File: config.mk
export PLATFORM = sky130hd
export DESIGN_NAME = dcwd_decoder
export DESIGN_NICKNAME = d
export VERILOG_FILES = /design/src/hdl/dcwd_pkg.sv /design/src/hdl/dcwd_decoder.sv
export SDC_FILE = /design/constraint.sdc
export NUM_CORES = 1
export LEC_CHECK = 0
export BUFFER_PORTS_ARGS = -buffer_cell sky130_fd_sc_hd__buf_2
export CORE_ASPECT_RATIO = 0.6
export CORE_UTILIZATION = 46
export DETAILED_ROUTE_END_ITERATION = 16
export PLACE_DENSITY = 0.78
export SLEW_MARGIN = 10
export SYNTH_ARGS = -nofsm -noshare
export SYNTH_HDL_FRONTEND = slang
export SYNTH_SLANG_ARGS = --single-unit
export TNS_END_PERCENT = 1
File: constraint.sdc
create_clock -name ref_clk -period 2.8 [get_ports ref_clk]
set_clock_uncertainty 0.1 [all_clocks]
set_input_delay 0.42 -clock ref_clk [delete_from_list [all_inputs] [get_ports ref_clk]]
set_output_delay 0.42 -clock ref_clk [all_outputs]
set_load 0.1 [all_outputs]
File: src/hdl/dcwd_pkg.sv
//----------------------------------------------------------------------
// Purpose: constants for the drive command word decoder
// Assumes: one system clock, asynchronous active-high reset
// Notes: bit positions, setting codes and source codes live here
//----------------------------------------------------------------------
// How it works
// - only the selected command source writes the word; all may read
// - bit 0 set runs up the accel ramp, clear ramps down
// - bit 1 clear cuts motor power, set allows operation
// - bit 2 set turns clockwise, clear counter-clockwise
// - bit 3 enables the inching function
// - bit 4 set selects remote, clear selects local
// - bit 5 picks the second accel/decel time pair
// - bit 6 enables quick stop
// - bit 7 clears a pending fault
// - bit 13 sets internal regulator manual, clear automatic
// - bit 14 sets external regulator manual, clear automatic
// - stop mode 0 ramp, 1 coast, 2 quick; resets to 0
// - mode 0 decelerates with the active ramp set decel time
// - mode 1 cuts drive so the motor coasts to rest
// - mode 2 decelerates with the quick-stop decel time
// - in coast mode clearing bit 0 acts like clearing bit 1
// - in coast mode digital input stop functions cut drive too
// - front panel and digital inputs never write the word
// - control type 0 scalar, 3 vector-volt, 4 sensorless, 5 pm mode
// - control types 1 and 2 have no function
// - pm mode on the small frame forces the configuration state
//----------------------------------------------------------------------
package dcwd_pkg;
   localparam int WORD_W = 16;
   // command word bit positions
   localparam int B_RUN = 0;
   localparam int B_ENABLE = 1;
   localparam int B_CW = 2;
   localparam int B_INCH = 3;
   localparam int B_REMOTE = 4;
   localparam int B_RAMP2 = 5;
   localparam int B_QSTOP = 6;
   localparam int B_FRESET = 7;
   localparam int B_INTMAN = 13;
   localparam int B_EXTMAN = 14;
   localparam logic [15:0] CMD_RESET = 16'h0000;
   // command sources
   typedef enum logic [1:0] {
      SRC_PANEL = 2'b00,
      SRC_DIGIN = 2'b01,
      SRC_NET = 2'b10,
      SRC_LOGIC = 2'b11
   } dcwd_src_t;
   // stop mode codes
   localparam logic [15:0] STOP_RAMP = 16'h0000;
   localparam logic [15:0] STOP_COAST = 16'h0001;
   localparam logic [15:0] STOP_QUICK = 16'h0002;
   // control type codes
   localparam logic [15:0] CT_SCALAR = 16'h0000;
   localparam logic [15:0] CT_NOFUNC1 = 16'h0001;
   localparam logic [15:0] CT_NOFUNC2 = 16'h0002;
   localparam logic [15:0] CT_VVECT = 16'h0003;
   localparam logic [15:0] CT_SENSLESS = 16'h0004;
   localparam logic [15:0] CT_PMVECT = 16'h0005;
   // deceleration time selector
   typedef enum logic [1:0] {
      DEC_FIRST = 2'b00,
      DEC_SECOND = 2'b01,
      DEC_QUICK = 2'b10
   } dcwd_dec_t;
endpackage : dcwd_pkg

File: src/hdl/dcwd_decoder.sv
//----------------------------------------------------------------------
// Purpose: decode the drive command word, stop mode and control type
// Assumes: sources present writes on ref_clk; digital inputs are pins
// Notes: all outputs are registered; ramp timing lives elsewhere
//----------------------------------------------------------------------
`timescale 1ns/100ps

module dcwd_decoder (
   // clock and reset
   input logic ref_clk,
   input logic reset,
   // command word access
   input logic [1:0] activeSrc,
   input logic wrEn,
   input logic [1:0] wrSrc,
   input logic [15:0] wrData,
   // configuration settings
   input logic stopModeWr,
   input logic ctrlTypeWr,
   input logic [15:0] cfgData,
   // drive state
   input logic faultState,
   // pins
   input logic diStopPin,
   input logic frameSmallPin,
   // read back
   output logic [15:0] cmdWordRd,
   output logic [15:0] stopModeRd,
   output logic [15:0] ctrlTypeRd,
   output logic wrRejected,
   // decoded commands
   output logic runReq,
   output logic rampDown,
   output logic driveEnable,
   output logic coastCut,
   output logic dirCw,
   output logic inchingActive,
   output logic remoteMode,
   output logic rampSet2,
   output logic quickStopActive,
   output logic faultClear,
   output logic intManual,
   output logic extManual,
   output logic [1:0] decelSel,
   output logic [2:0] ctrlMode,
   output logic configState
);

   //-------------------------------------------------------------------
   // pin synchronisers
   //-------------------------------------------------------------------
   logic diStopMeta;
   logic diStopSync;
   logic frameMeta;
   logic frameSync;
   logic next_diStopMeta;
   logic next_diStopSync;
   logic next_frameMeta;
   logic next_frameSync;

   always_comb begin
      next_diStopMeta = diStopPin;
      next_diStopSync = diStopMeta;
      next_frameMeta = frameSmallPin;
      next_frameSync = frameMeta;
   end

   always_ff @(posedge ref_clk or posedge reset) begin
      if (reset) begin
         diStopMeta <= 1'b0;
         diStopSync <= 1'b0;
         frameMeta <= 1'b0;
         frameSync <= 1'b0;
      end else begin
         diStopMeta <= next_diStopMeta;
         diStopSync <= next_diStopSync;
         frameMeta <= next_frameMeta;
         frameSync <= next_frameSync;
      end
   end

   //-------------------------------------------------------------------
   // settings and command word storage
   //-------------------------------------------------------------------
   logic [15:0] cmdWord;
   logic [15:0] stopMode;
   logic [15:0] ctrlType;
   logic [15:0] next_cmdWord;
   logic [15:0] next_stopMode;
   logic [15:0] next_ctrlType;
   logic next_wrRejected;
   logic srcMayWrite;
   logic wrAccept;

   always_comb begin
      // panel and digital inputs act through their own functions
      srcMayWrite = (wrSrc == dcwd_pkg::SRC_NET) ||
                    (wrSrc == dcwd_pkg::SRC_LOGIC);
      wrAccept = wrEn && srcMayWrite &&
                 (wrSrc == activeSrc);
      next_wrRejected = wrEn && !wrAccept;
      // reserved bits are stored but drive nothing
      next_cmdWord = wrAccept ? wrData : cmdWord;
      next_stopMode = stopMode;
      if (stopModeWr && (cfgData <= dcwd_pkg::STOP_QUICK)) begin
         next_stopMode = cfgData;
      end
      next_ctrlType = ctrlType;
      // unused codes leave the previous method in force
      if (ctrlTypeWr && (cfgData <= dcwd_pkg::CT_PMVECT) &&
          (cfgData != dcwd_pkg::CT_NOFUNC1) &&
          (cfgData != dcwd_pkg::CT_NOFUNC2)) begin
         next_ctrlType = cfgData;
      end
   end

   always_ff @(posedge ref_clk or posedge reset) begin
      if (reset) begin
         cmdWord <= dcwd_pkg::CMD_RESET;
         stopMode <= dcwd_pkg::STOP_RAMP;
         ctrlType <= dcwd_pkg::CT_SCALAR;
         wrRejected <= 1'b0;
      end else begin
         cmdWord <= next_cmdWord;
         stopMode <= next_stopMode;
         ctrlType <= next_ctrlType;
         wrRejected <= next_wrRejected;
      end
   end

   // every source may read the stored values
   assign cmdWordRd = cmdWord;
   assign stopModeRd = stopMode;
   assign ctrlTypeRd = ctrlType;

   //-------------------------------------------------------------------
   // command decode
   //-------------------------------------------------------------------
   logic isCoast;
   logic isQuickMode;
   logic stopAsked;
   logic pmBlocked;
   logic next_runReq;
   logic next_rampDown;
   logic next_driveEnable;
   logic next_coastCut;
   logic next_dirCw;
   logic next_inching;
   logic next_remote;
   logic next_rampSet2;
   logic next_quickStop;
   logic next_faultClear;
   logic next_intManual;
   logic next_extManual;
   logic [1:0] next_decelSel;
   logic [2:0] next_ctrlMode;
   logic next_configState;

   always_comb begin
      isCoast = (stopMode == dcwd_pkg::STOP_COAST);
      isQuickMode = (stopMode == dcwd_pkg::STOP_QUICK);
      // a stop from bit 0 or from a digital input stop function
      stopAsked = !cmdWord[dcwd_pkg::B_RUN] || diStopSync;
      // pm control missing on the small frame
      pmBlocked = frameSync &&
                  (ctrlType == dcwd_pkg::CT_PMVECT);
      next_configState = pmBlocked;
      next_ctrlMode = ctrlType[2:0];
      next_runReq = !stopAsked;
      // coast turns a stop into a loss of drive, no ramp
      next_coastCut = isCoast && stopAsked;
      next_driveEnable = cmdWord[dcwd_pkg::B_ENABLE] &&
                         !pmBlocked &&
                         !next_coastCut;
      next_rampDown = stopAsked && !isCoast &&
                      next_driveEnable;
      next_dirCw = cmdWord[dcwd_pkg::B_CW];
      next_inching = cmdWord[dcwd_pkg::B_INCH];
      next_remote = cmdWord[dcwd_pkg::B_REMOTE];
      next_rampSet2 = cmdWord[dcwd_pkg::B_RAMP2];
      next_quickStop = cmdWord[dcwd_pkg::B_QSTOP];
      // held until the fault source drops its fault state
      next_faultClear = cmdWord[dcwd_pkg::B_FRESET] &&
                        faultState;
      next_intManual = cmdWord[dcwd_pkg::B_INTMAN];
      next_extManual = cmdWord[dcwd_pkg::B_EXTMAN];
      if (isQuickMode || cmdWord[dcwd_pkg::B_QSTOP]) begin
         next_decelSel = dcwd_pkg::DEC_QUICK;
      end else if (cmdWord[dcwd_pkg::B_RAMP2]) begin
         next_decelSel = dcwd_pkg::DEC_SECOND;
      end else begin
         next_decelSel = dcwd_pkg::DEC_FIRST;
      end
   end

   always_ff @(posedge ref_clk or posedge reset) begin
      if (reset) begin
         runReq <= 1'b0;
         rampDown <= 1'b0;
         driveEnable <= 1'b0;
         coastCut <= 1'b0;
         dirCw <= 1'b0;
         inchingActive <= 1'b0;
         remoteMode <= 1'b0;
         rampSet2 <= 1'b0;
         quickStopActive <= 1'b0;
         faultClear <= 1'b0;
         intManual <= 1'b0;
         extManual <= 1'b0;
         decelSel <= dcwd_pkg::DEC_FIRST;
         ctrlMode <= dcwd_pkg::CT_SCALAR[2:0];
         configState <= 1'b0;
      end else begin
         runReq <= next_runReq;
         rampDown <= next_rampDown;
         driveEnable <= next_driveEnable;
         coastCut <= next_coastCut;
         dirCw <= next_dirCw;
         inchingActive <= next_inching;
         remoteMode <= next_remote;
         rampSet2 <= next_rampSet2;
         quickStopActive <= next_quickStop;
         faultClear <= next_faultClear;
         intManual <= next_intManual;
         extManual <= next_extManual;
         decelSel <= next_decelSel;
         ctrlMode <= next_ctrlMode;
         configState <= next_configState;
      end
   end

endmodule : dcwd_decoder

==> summary.md, run 1 <==
| Metric | Value |
|---|---|
| FP Rows | `20` |
| H-tree levels | `3` |
| Peak VDD IR | `0.365 mV` |
| Crit path required time | `2930 ps` |
| Syn-to-layout area delta | `33.7%` |
| Initial Util | `0.484` |
| Post-synth top area cell | `dfrtp_1` |
| Top post-synthesis cells by area | `dfrtp_1 72%, mux2_2 7.3%, nor2b_1 4.0%` |
| Power share of the clock group | `0.259` |
| WL per Instance | `13.8 µm` |
| Fmax | `0.501 GHz` |
| ANT nets after route | `0` |
| Worst slew pin tran | `506 ps` |
| Detailed placement HPWL | `3.61 mm` |
| Layout cells sized above 1 | `0.534` |
| Initial DRC Count | `46` |
| Setup WS post-layout | `804 ps` |
| Routed vias/inst | `4.73` |
| Endpoint class of the critical path | `flop` |
| Ports | `111` |
| Cells after Synth | `163` |
| Switching Power | `1.34 mW` |
| Ys Warns | `0` |
| Worst Hold Class | `in -> async` |
| Unique masters post-synth | `29` |
| Final setup viols | `0` |
| Setup bufs post-CTS | `0` |
| Period utilization | `0.713` |
| # fillers | `391` |
| Clock buffer depth | `2` |
| CTS tree | `done` |
| IO buf count | `110` |
| Seq/Total Area, Yosys | `0.716` |
| Root buf cell | `clkbuf_8` |
| Register share of total power | `0.387` |
| WS Path Type | `in -> reg` |
| Syn_nets | `207` |
| Largest net degree at the start of global routing | `42` |
| Final Hold Fails | `0` |
| Worst rel slew slack | `0.663` |
| Layout Nets | `329` |
| DRT Wirelength | `4.91 mm` |
| Clock sinks | `71` |
| Die Height | `58.9 µm` |
| Max-cap violations | `0` |
| Antenna violations before repair | `0` |
| P_leak | `1.83 nW` |
| Area share of the largest cell type after synthesis | `0.716` |
| First-pass GRT wire length | `7.97 mm` |
| DRC viols | `0` |
| Pre-CTS WS | `454 ps` |
| Antenna diode count | `0` |
| Drt pass-1 iters | `4` |
| Fin Setup TNS | `0 ps` |
| Die area | `5700 µm²` |
| P per Cell Area | `921 nW/µm²` |
| Clock Latency Late Sink | `340 ps` |
| GRT Total Usage | `0.190` |
| Grt total ovfl | `0` |
| Signal arrival time at the worst endpoint | `2120 ps` |
| Synth Register Bits | `71` |
| Core area | `5130 µm²` |
| RSZ-0062 raised after global routing | `no` |
| Total number of vias | `1683` |
| RD Place Congestion | `0.716` |
| Vias in the first global route | `1584` |
| Status | `complete, no violations` |
| Post_cts resized | `0` |
| CTS Hold Bufs | `0` |
| Post-Syn Area | `2480 µm²` |
| Critical Path Fanout Max | `16` |
| Power Internal | `1.72 mW` |
| Final min period | `2000 ps` |
| Mean Syn Cell Area | `15.2 µm²` |
| Max Transition Viols Final | `0` |
| Die extent in x | `96.8 µm` |
| Worst-path clk slew | `70 ps` |
| Clock buffer count from CTS | `9` |
| Combinational power share | `0.354` |
| Switching share of power | `0.437` |
| Critical path startpoint category | `primary input` |
per-stage QoR:
step	area, µm²	util	power (mW)	std cells	hold WS [ps]
after global routing	3320	0.647	3.17	356	71.4
after CTS	3320	0.647	3.08	356	49.8
after detailed placement	3120	0.609	2.29	340	243
after floorplan	2480	-	2.10	163	231
final	3320	0.647	3.06	356	47.7
after global placement	3120	0.609	2.28	340	234
cell usage after synthesis:
cell type  number
xor2_1          1
and2_1         14
nand2b_1        2
o21bai_1        1
dfrtp_1        71
nor4_2          3
nor4b_1         3
clkbuf_1        1
or3_1           1
buf_2           1
a211oi_2        1
nor2_1          5
nor3b_1         1
nand2_1         3
mux2_2         16
nand4_1         1
nor4_1          4
or4b_1          1
buf_6           2
nor3_1          3
nor2b_1        16
o31ai_1         1
o21ai_0         1
o32a_1          1
nand3_1         2
inv_1           2
xnor2_1         1
nand3b_1        1
mux2_4          3
layout make-up:
type | count | area (µm²) | area share
Timing Repair Buffer | 115 | 588 | 0.177
Sequential cell | 71 | 1780 | 0.535
Inverter | 2 | 7.51 | 0.00226
Tap cell | 66 | 82.6 | 0.0249
Multi-Input combinational cell | 86 | 667 | 0.201
Clock buffer | 10 | 138 | 0.0415
Clock inverter | 6 | 60.1 | 0.0181
per-layer routing:
metal	track usage	wire length, µm	vias up
li1	-	-	798
met1	0.276	2450	810
met2	0.260	2080	69
met3	0.0736	349	6
met4	0.0725	40	0
met5	0	0	-
cells by family (layout without fill, tap and decap cells):
group	after synthesis	in the layout	synth area share
AO/OA/AOI/OAI	5	5	0.0171
XOR/XNOR	2	2	0.00706
buffers and inverters	6	133	0.0156
flip-flops	71	71	0.716
multiplexers	19	19	0.0907
AND/OR/NAND/NOR	60	60	0.154
final timing paths:
kind	from	to	slack, ps	cells after the start
max	cfgData[11]	ctrlTypeRd[0]$_DFFE_PP0P_	800	5
min	reset	stopModeRd[6]$_DFFE_PP0P_	50	3
max reg2reg	ctrlTypeRd[3]$_DFFE_PP0P_	rampDown$_DFF_PP0_	1170	4
min reg2reg	frameMeta$_DFF_PP0_	frameSync$_DFF_PP0_	260	0
max in group asynchronous	reset	remoteMode$_DFF_PP0_	2150	3
min in group ref_clk	frameSmallPin	frameMeta$_DFF_PP0_	90	1
power by group through the flow:
stage	Clock, mW	Sequential [mW]	Combinational, mW
after global routing	0.863	1.20	1.11
after CTS	0.811	1.19	1.09
after detailed placement	0	1.21	1.09
after floorplan	0	2.01	0.0956
after global placement	0	1.20	1.08
final	0.792	1.18	1.08
critical path: stages:
cell and delay [ps]:
buf_2 100, nor4_2 260, nand3_1 180, or4b_1 770, mux2_4 390
state kept, by name, summed over array words and instances (netlist names), 2 cells and up:
signal,count
ctrlMode,3
decelSel,2
cmdWordRd,16
ctrlTypeRd,16
stopModeRd,16
cell usage in the layout, fill, tap and decap left out, types with 3 or more instances in the layout:
| cell type | n |
|---|---|
| buf_2 | 110 |
| dfrtp_1 | 71 |
| mux2_2 | 16 |
| nor2b_1 | 16 |
| and2_1 | 14 |
| clkbuf_8 | 10 |
| nor2_1 | 5 |
| buf_4 | 5 |
| nor4_1 | 4 |
| nor4_2 | 3 |
| mux2_4 | 3 |
| nor4b_1 | 3 |
| nand2_1 | 3 |
| nor3_1 | 3 |
| clkinv_2 | 3 |
No activity file was read; power rests on OpenSTA's default activity.
==> inputs of run 2 (changes only) <==
CORE_UTILIZATION = 42   (was 46)
PLACE_DENSITY = 0.75   (was 0.78)
clock period = 1.6 ns   (was 2.8 ns; I/O delays follow)
==> run 2 against run 1 <==
- via count increased by 3.6%
- global-route usage decreased by 1.5 points
- final area increased by 8.6%
- highest routed layer unchanged
==> summary.md, run 2 (synthesis results as in run 1) <==
| Metric | Value |
|---|---|
| Endpoint class of the critical path | `output port` |
| Worst-path cell chain | `buf_2` |
| Slowest stage delay, CP | `470 ps (-300 ps)` |
| ANT nets after route | `0 (unchanged)` |
| Critical path startpoint category | `flop` |
| Critical Path Fanout Max | `5 (-11)` |
| Max Transition Viols Final | `0 (unchanged)` |
| Clock Latency Late Sink | `330 ps (about the same)` |
| Root buf cell | `clkbuf_8` |
| IO buf count | `110 (unchanged)` |
| RD Place Congestion | `0.701 (-2.1%)` |
| Critical Path Stages | `1 (-4)` |
| Status | `complete, no violations` |
| Syn-to-layout area delta | `45.2%` |
| Die Height | `61.6 µm (+4.5%)` |
| Tot Pwr | `5.68 mW (+86%)` |
| FP Rows | `21 (+5.0%)` |
| CTS tree | `done` |
| Clock buffer depth | `2 (unchanged)` |
| Layout Nets | `345 (+4.9%)` |
| Max-cap violations | `0 (unchanged)` |
| Power Internal | `3.32 mW (+93%)` |
| Crit path required time | `1260 ps (-1670 ps)` |
| Crit path buf inv count | `1 (unchanged)` |
| Worst Hold Class | `in -> reg` |
| Signal arrival time at the worst endpoint | `1230 ps (-890 ps)` |
| CP delay by family, top | `buffers and inverters` |
| Antenna diode count | `0 (unchanged)` |
| Setup bufs post-CTS | `0 (unchanged)` |
| Switching share of power | `0.416 (-0.0217)` |
| GRT Total Usage | `0.175 (-0.0154)` |
| DRC viols | `0 (unchanged)` |
| Total number of vias | `1744 (+3.6%)` |
| Worst-path clk slew | `70 ps (about the same)` |
| DRT Wirelength | `5.03 mm (+2.3%)` |
| RSZ-0062 raised after global routing | `yes` |
| Clock buffer count from CTS | `9 (unchanged)` |
| Ports | `111 (unchanged)` |
| Crit path max-delay cell type | `buf_2` |
| Drt pass-1 iters | `4 (unchanged)` |
| Core area | `5620 µm² (+9.6%)` |
| Detailed placement HPWL | `3.70 mm (+2.3%)` |
| Worst slew pin tran | `508 ps (+1.48 ps)` |
| Worst rel slew slack | `0.664 (+0.00134)` |
| Die extent in x | `101 µm (+4.6%)` |
| Register share of total power | `0.365 (-0.022)` |
| H-tree levels | `3 (unchanged)` |
| Clock sinks | `71 (unchanged)` |
| Fin cells | `386 (+8.4%)` |
| P_leak | `1.95 nW (+6.7%)` |
| First-pass GRT wire length | `7.96 mm (about the same)` |
| Combinational power share | `0.338 (-0.016)` |
| Largest net degree at the start of global routing | `72 (+71%)` |
| Vias in the first global route | `1723 (+8.8%)` |
| P per Cell Area | `1580 nW/µm² (+71%)` |
| WHS Path Cells | `3` |
| Most frequent cells in the layout | `104 x buf_2, 71 x dfrtp_1, 16 x mux2_2, 16 x nor2b_1, 15 x buf_4` |
| Period utilization | `0.984` |
| Final setup viols | `0 (unchanged)` |
| Worst reg-to-reg path cell count | `5 (+1)` |
| Final min period | `1570 ps` |
| Power share of the clock group | `0.297 (+0.038)` |
| Switching Power | `2.36 mW (+77%)` |
| Fmax | `0.635 GHz` |
| WL per Instance | `13.0 µm (-5.7%)` |
| Peak VDD IR | `0.979 mV (+170%)` |
| Routed vias/inst | `4.52 (-4.4%)` |
| Final Hold Fails | `0 (unchanged)` |
| WS Path Type | `reg -> out` |
| Initial DRC Count | `44 (-4.3%)` |
| Grt total ovfl | `0 (unchanged)` |
| Fin Setup TNS | `0 ps (unchanged)` |
| Die area | `6230 µm² (+9.3%)` |
| Antenna violations before repair | `0 (unchanged)` |
| Dpl cells | `367 (+7.9%)` |
| Commonest non-fill, non-tap cell in the layout | `buf_2` |
| Layout cells sized above 1 | `0.575 (+0.0407)` |
| Initial Util | `0.441 (-0.0424)` |
## run 2: cell types whose count changed in the layout (fill, tap and decap cells not counted), sizes merged
cell / change
buf: +7
bufinv: +2
clkbuf: +5
clkinv: -1
dlygate4sd3: +3
## run 2: power by group through the flow
stage	registers, mW	clock network, mW	logic (mW)
after detailed placement	2.11	0	1.92
after CTS	2.08	1.74	1.93
final	2.07	1.69	1.92
after global routing	2.10	1.81	1.98
after global placement	2.10	0	1.91
after floorplan	3.51	0	0.168
## run 2: metal layers
metal | GRT usage | routed length, µm | up-vias
met1 | 0.232 | 2370 | 833
met4 | 0.0766 | 32 | 0
li1 | - | - | 834
met5 | 0 | 0 | -
met3 | 0.0681 | 456 | 4
met2 | 0.259 | 2170 | 73
## run 2: area by class of cell
cell class / instances / area (µm²)
clock buffers: 9 / 124
fillers: 438 / 2020
clock inverters: 7 / 120
well taps: 80 / 100
repair buffers: 131 / 759
multi-input cells: 86 / 712
flip-flops and latches: 71 / 1780
inverters: 2 / 11.3
## run 2: path summary, 6_finish.rpt
path	slack, ps	from	to
worst max-delay path	30	stopModeRd[1]$_DFFE_PP0P_	stopModeRd[1]
worst min-delay path	20	wrData[5]	cmdWordRd[5]$_DFFE_PP0P_
min in group asynchronous	470	reset	faultClear$_DFF_PP0_
worst min register to register	250	frameMeta$_DFF_PP0_	frameSync$_DFF_PP0_
max in group asynchronous	630	reset	ctrlTypeRd[4]$_DFFE_PP0P_
worst max register to register	70	ctrlTypeRd[9]$_DFFE_PP0P_	rampDown$_DFF_PP0_
## run 2: per-stage QoR
| stage | setup slack, ps | util | cell area (µm²) | hold slack (ps) |
|---|---|---|---|---|
| 5_1_grt | -40.8 | 0.641 | 3600 | 14.7 |
| 3_5_place_dp | -324 | 0.581 | 3270 | 237 |
| 2_1_floorplan | -348 | - | 2490 | 171 |
| 3_3_place_gp | -294 | 0.581 | 3270 | 235 |
| 6_report | 25.6 | 0.641 | 3600 | 18.7 |
| 4_1_cts | 5.56 | 0.633 | 3560 | 4.90 |
## run 2: timing repair
item	CTS	global route
gates cloned	0	0
pin swaps	0	6
endpoints found under the setup margin	2	17
resized for setup	3	12
hold endpoints to repair	73	0
hold buffers	3	0
==> inputs of run 3 (changes only) <==
CORE_ASPECT_RATIO = not set   (was 0.6)
==> run 3 against run 2 <==
- final cell count down 3.1%
- critical path type is now in -> reg
- largest cell class unchanged
- combinational power about the same
- sequential cell count unchanged
- clock-buffer cell count up 1
- final area down 2.1%
- setup slack better by 8.5 ps
- critical path depth up 5
==> summary.md, run 3 (synthesis results as in run 1) <==
| Metric | Value |
|---|---|
| Core area | `5610 µm² (-0.27%)` |
| Worst-path cell chain | `buf_2 > nor4_2 > nand3_1 > or4b_4 > buf_6 > mux2_4` |
| GRT Total Usage | `0.173 (-0.00159)` |
| Drt pass-1 iters | `4 (unchanged)` |
| R2r setup slk | `90 ps (+20 ps)` |
| Endpoint class of the critical path | `flop` |
| WHS Path Cells | `3 (unchanged)` |
| H-tree levels | `3 (unchanged)` |
| Worst-path clk slew | `80 ps (about the same)` |
| WS Path Type | `in -> reg` |
| Critical path startpoint category | `primary input` |
| Antenna violations before repair | `0 (unchanged)` |
| Final Hold Fails | `0 (unchanged)` |
| Crit path required time | `1720 ps (+460 ps)` |
| Layout Nets | `341 (-1.2%)` |
| Largest net degree at the start of global routing | `31 (-57%)` |
| Syn-to-layout area delta | `42.1%` |
| Hold path endpoint | `cmdWordRd[5]$_DFFE_PP0P_` |
| Clock buffer depth | `2 (unchanged)` |
| Clock Latency Late Sink | `330 ps (about the same)` |
| Worst reg-to-reg path cell count | `5 (unchanged)` |
| Die extent in x | `78.9 µm (-22%)` |
| Area of the multi-input gates | `706 µm² (-0.88%)` |
| Detailed placement HPWL | `3.66 mm (-0.98%)` |
| Layout cells sized above 1 | `0.566 (-0.00894)` |
| # fillers | `448 (+2.3%)` |
| Max-cap violations | `0 (unchanged)` |
| IO buf count | `110 (unchanged)` |
| Worst slew pin tran | `499 ps (-8.17 ps)` |
| Initial DRC Count | `102 (+130%)` |
| Max Transition Viols Final | `0 (unchanged)` |
| Routed vias/inst | `4.72 (+4.4%)` |
| Clock sinks | `71 (unchanged)` |
| Final setup viols | `0 (unchanged)` |
| Critical Path Fanout Max | `7 (+2)` |
| DRC viols | `0 (unchanged)` |
| Met1 usage | `0.213 (-0.0189)` |
| Commonest non-fill, non-tap cell in the layout | `buf_2` |
| Most frequent cells in the layout | `107 x buf_2, 71 x dfrtp_1, 16 x mux2_2, 16 x nor2b_1, 14 x and2_1` |
| Worst Hold Class | `in -> reg` |
| Hold WS | `17.2 ps (-1.45 ps)` |
| P_leak | `1.91 nW (-2.0%)` |
| Root buf cell | `clkbuf_8` |
| Ports | `111 (unchanged)` |
| Antenna diode count | `0 (unchanged)` |
| Period utilization | `0.979 (-0.00530)` |
| FP Rows | `27 (+29%)` |
| GRT busiest layer | `met2` |
| Met3 usage | `0.0379 (-0.0302)` |
| Total number of vias | `1764 (+1.1%)` |
| RSZ-0062 raised after global routing | `yes` |
| Clock buffer count from CTS | `9 (unchanged)` |
| First-pass GRT wire length | `8.14 mm (+2.2%)` |
| Initial Util | `0.443 (+0.00118)` |
| DRT Wirelength | `4.98 mm (-0.96%)` |
| Worst rel slew slack | `0.669 (+0.00541)` |
| Grt total ovfl | `0 (unchanged)` |
| Reg2reg end | `rampDown$_DFF_PP0_` |
| P per Cell Area | `1520 nW/µm² (-3.3%)` |
| Final min period | `1570 ps (-8.48 ps)` |
| ANT nets after route | `0 (unchanged)` |
| Hold Path Origin | `wrData[5]` |
| Die Height | `78.9 µm (+28%)` |
| Fmax | `0.639 GHz (+0.54%)` |
| Signal arrival time at the worst endpoint | `1680 ps (+450 ps)` |
| WL per Instance | `13.3 µm (+2.2%)` |
| RD Place Congestion | `0.717 (+2.2%)` |
| Status | `complete, no violations` |
| Die area | `6220 µm² (-0.16%)` |
| Peak VDD IR | `1.02 mV (+4.3%)` |
| Vias in the first global route | `1746 (+1.3%)` |
| Grt met2 use | `0.291 (+0.0318)` |
| CTS tree | `done` |
| Seq. cell area | `1780 µm² (unchanged)` |
| Slowest stage delay, CP | `490 ps (+20 ps)` |
| Fin cells | `374 (-3.1%)` |
| FF-to-FF Start | `stopModeRd[10]$_DFFE_PP0P_` |
| Crit path max-delay cell type | `or4b_4` |
| Dpl cells | `355 (-3.3%)` |
| Setup bufs post-CTS | `0 (unchanged)` |
run 3: per-stage QoR:
| stage | worst slack, ps | total power [mW] | utilization | setup TNS (ps) | cell area, µm² |
|---|---|---|---|---|---|
| global placement | -284 | 4.01 | 0.580 | -4630 | 3250 |
| detailed placement | -326 | 4.03 | 0.580 | -5600 | 3250 |
| global route | -17.0 | 5.58 | 0.629 | -35.3 | 3530 |
| floorplan | -348 | 3.68 | - | -3740 | 2490 |
| finish | 34.0 | 5.38 | 0.629 | 0 | 3530 |
| CTS | 12.5 | 5.43 | 0.622 | 0 | 3490 |
run 3: layout make-up:
type                       count  share of cell area
clock buffer                  10              0.0390
clock inverter                 6              0.0170
inverter                       2             0.00319
multi-input combinational     86               0.200
sequential                    71               0.504
tap                           72              0.0255
timing repair buffer         127               0.212
run 3: critical path: cells and delay by family:
| kind | cells | cell delay (ps) |
|---|---|---|
| AND/OR/NAND/NOR | 3 | 890 |
| buffers and inverters | 2 | 260 |
| multiplexers | 1 | 290 |
run 3: worst max path at each step:
stage | slack, ps | to | start | cells past startpoint
floorplan | -350 | rampDown$_DFF_PP0_ | ctrlTypeRd[2]$_DFFE_PP0P_ | 4
global placement | -280 | ctrlTypeRd[0]$_DFFE_PP0P_ | cfgData[11] | 6
detailed placement | -330 | ctrlTypeRd[0]$_DFFE_PP0P_ | cfgData[4] | 6
CTS | 10 | rampDown$_DFF_PP0_ | stopModeRd[10]$_DFFE_PP0P_ | 5
global route | -20 | rampDown$_DFF_PP0_ | stopModeRd[14]$_DFFE_PP0P_ | 5
finish | 30 | ctrlTypeRd[0]$_DFFE_PP0P_ | cfgData[4] | 6
run 3: where the power goes:
group	switching, mW	internal [mW]
Combinational	1.63	0.288
Sequential	0.0878	1.99
Clock	0.637	0.754
Total	2.35	3.03
run 3: what timing repair did:
item / in CTS / in global routing
endpoints found under the setup margin: 1 / 20
pin swaps: 0 / 1
hold buffers: 3 / 0
gates resized for setup: 2 / 9
hold endpoints to repair: 21 / 0
run 3: routing by layer:
layer	up-vias	wire, µm
met1	876	2180
met3	8	201
met5	-	0
met4	0	74
li1	827	-
met2	53	2520
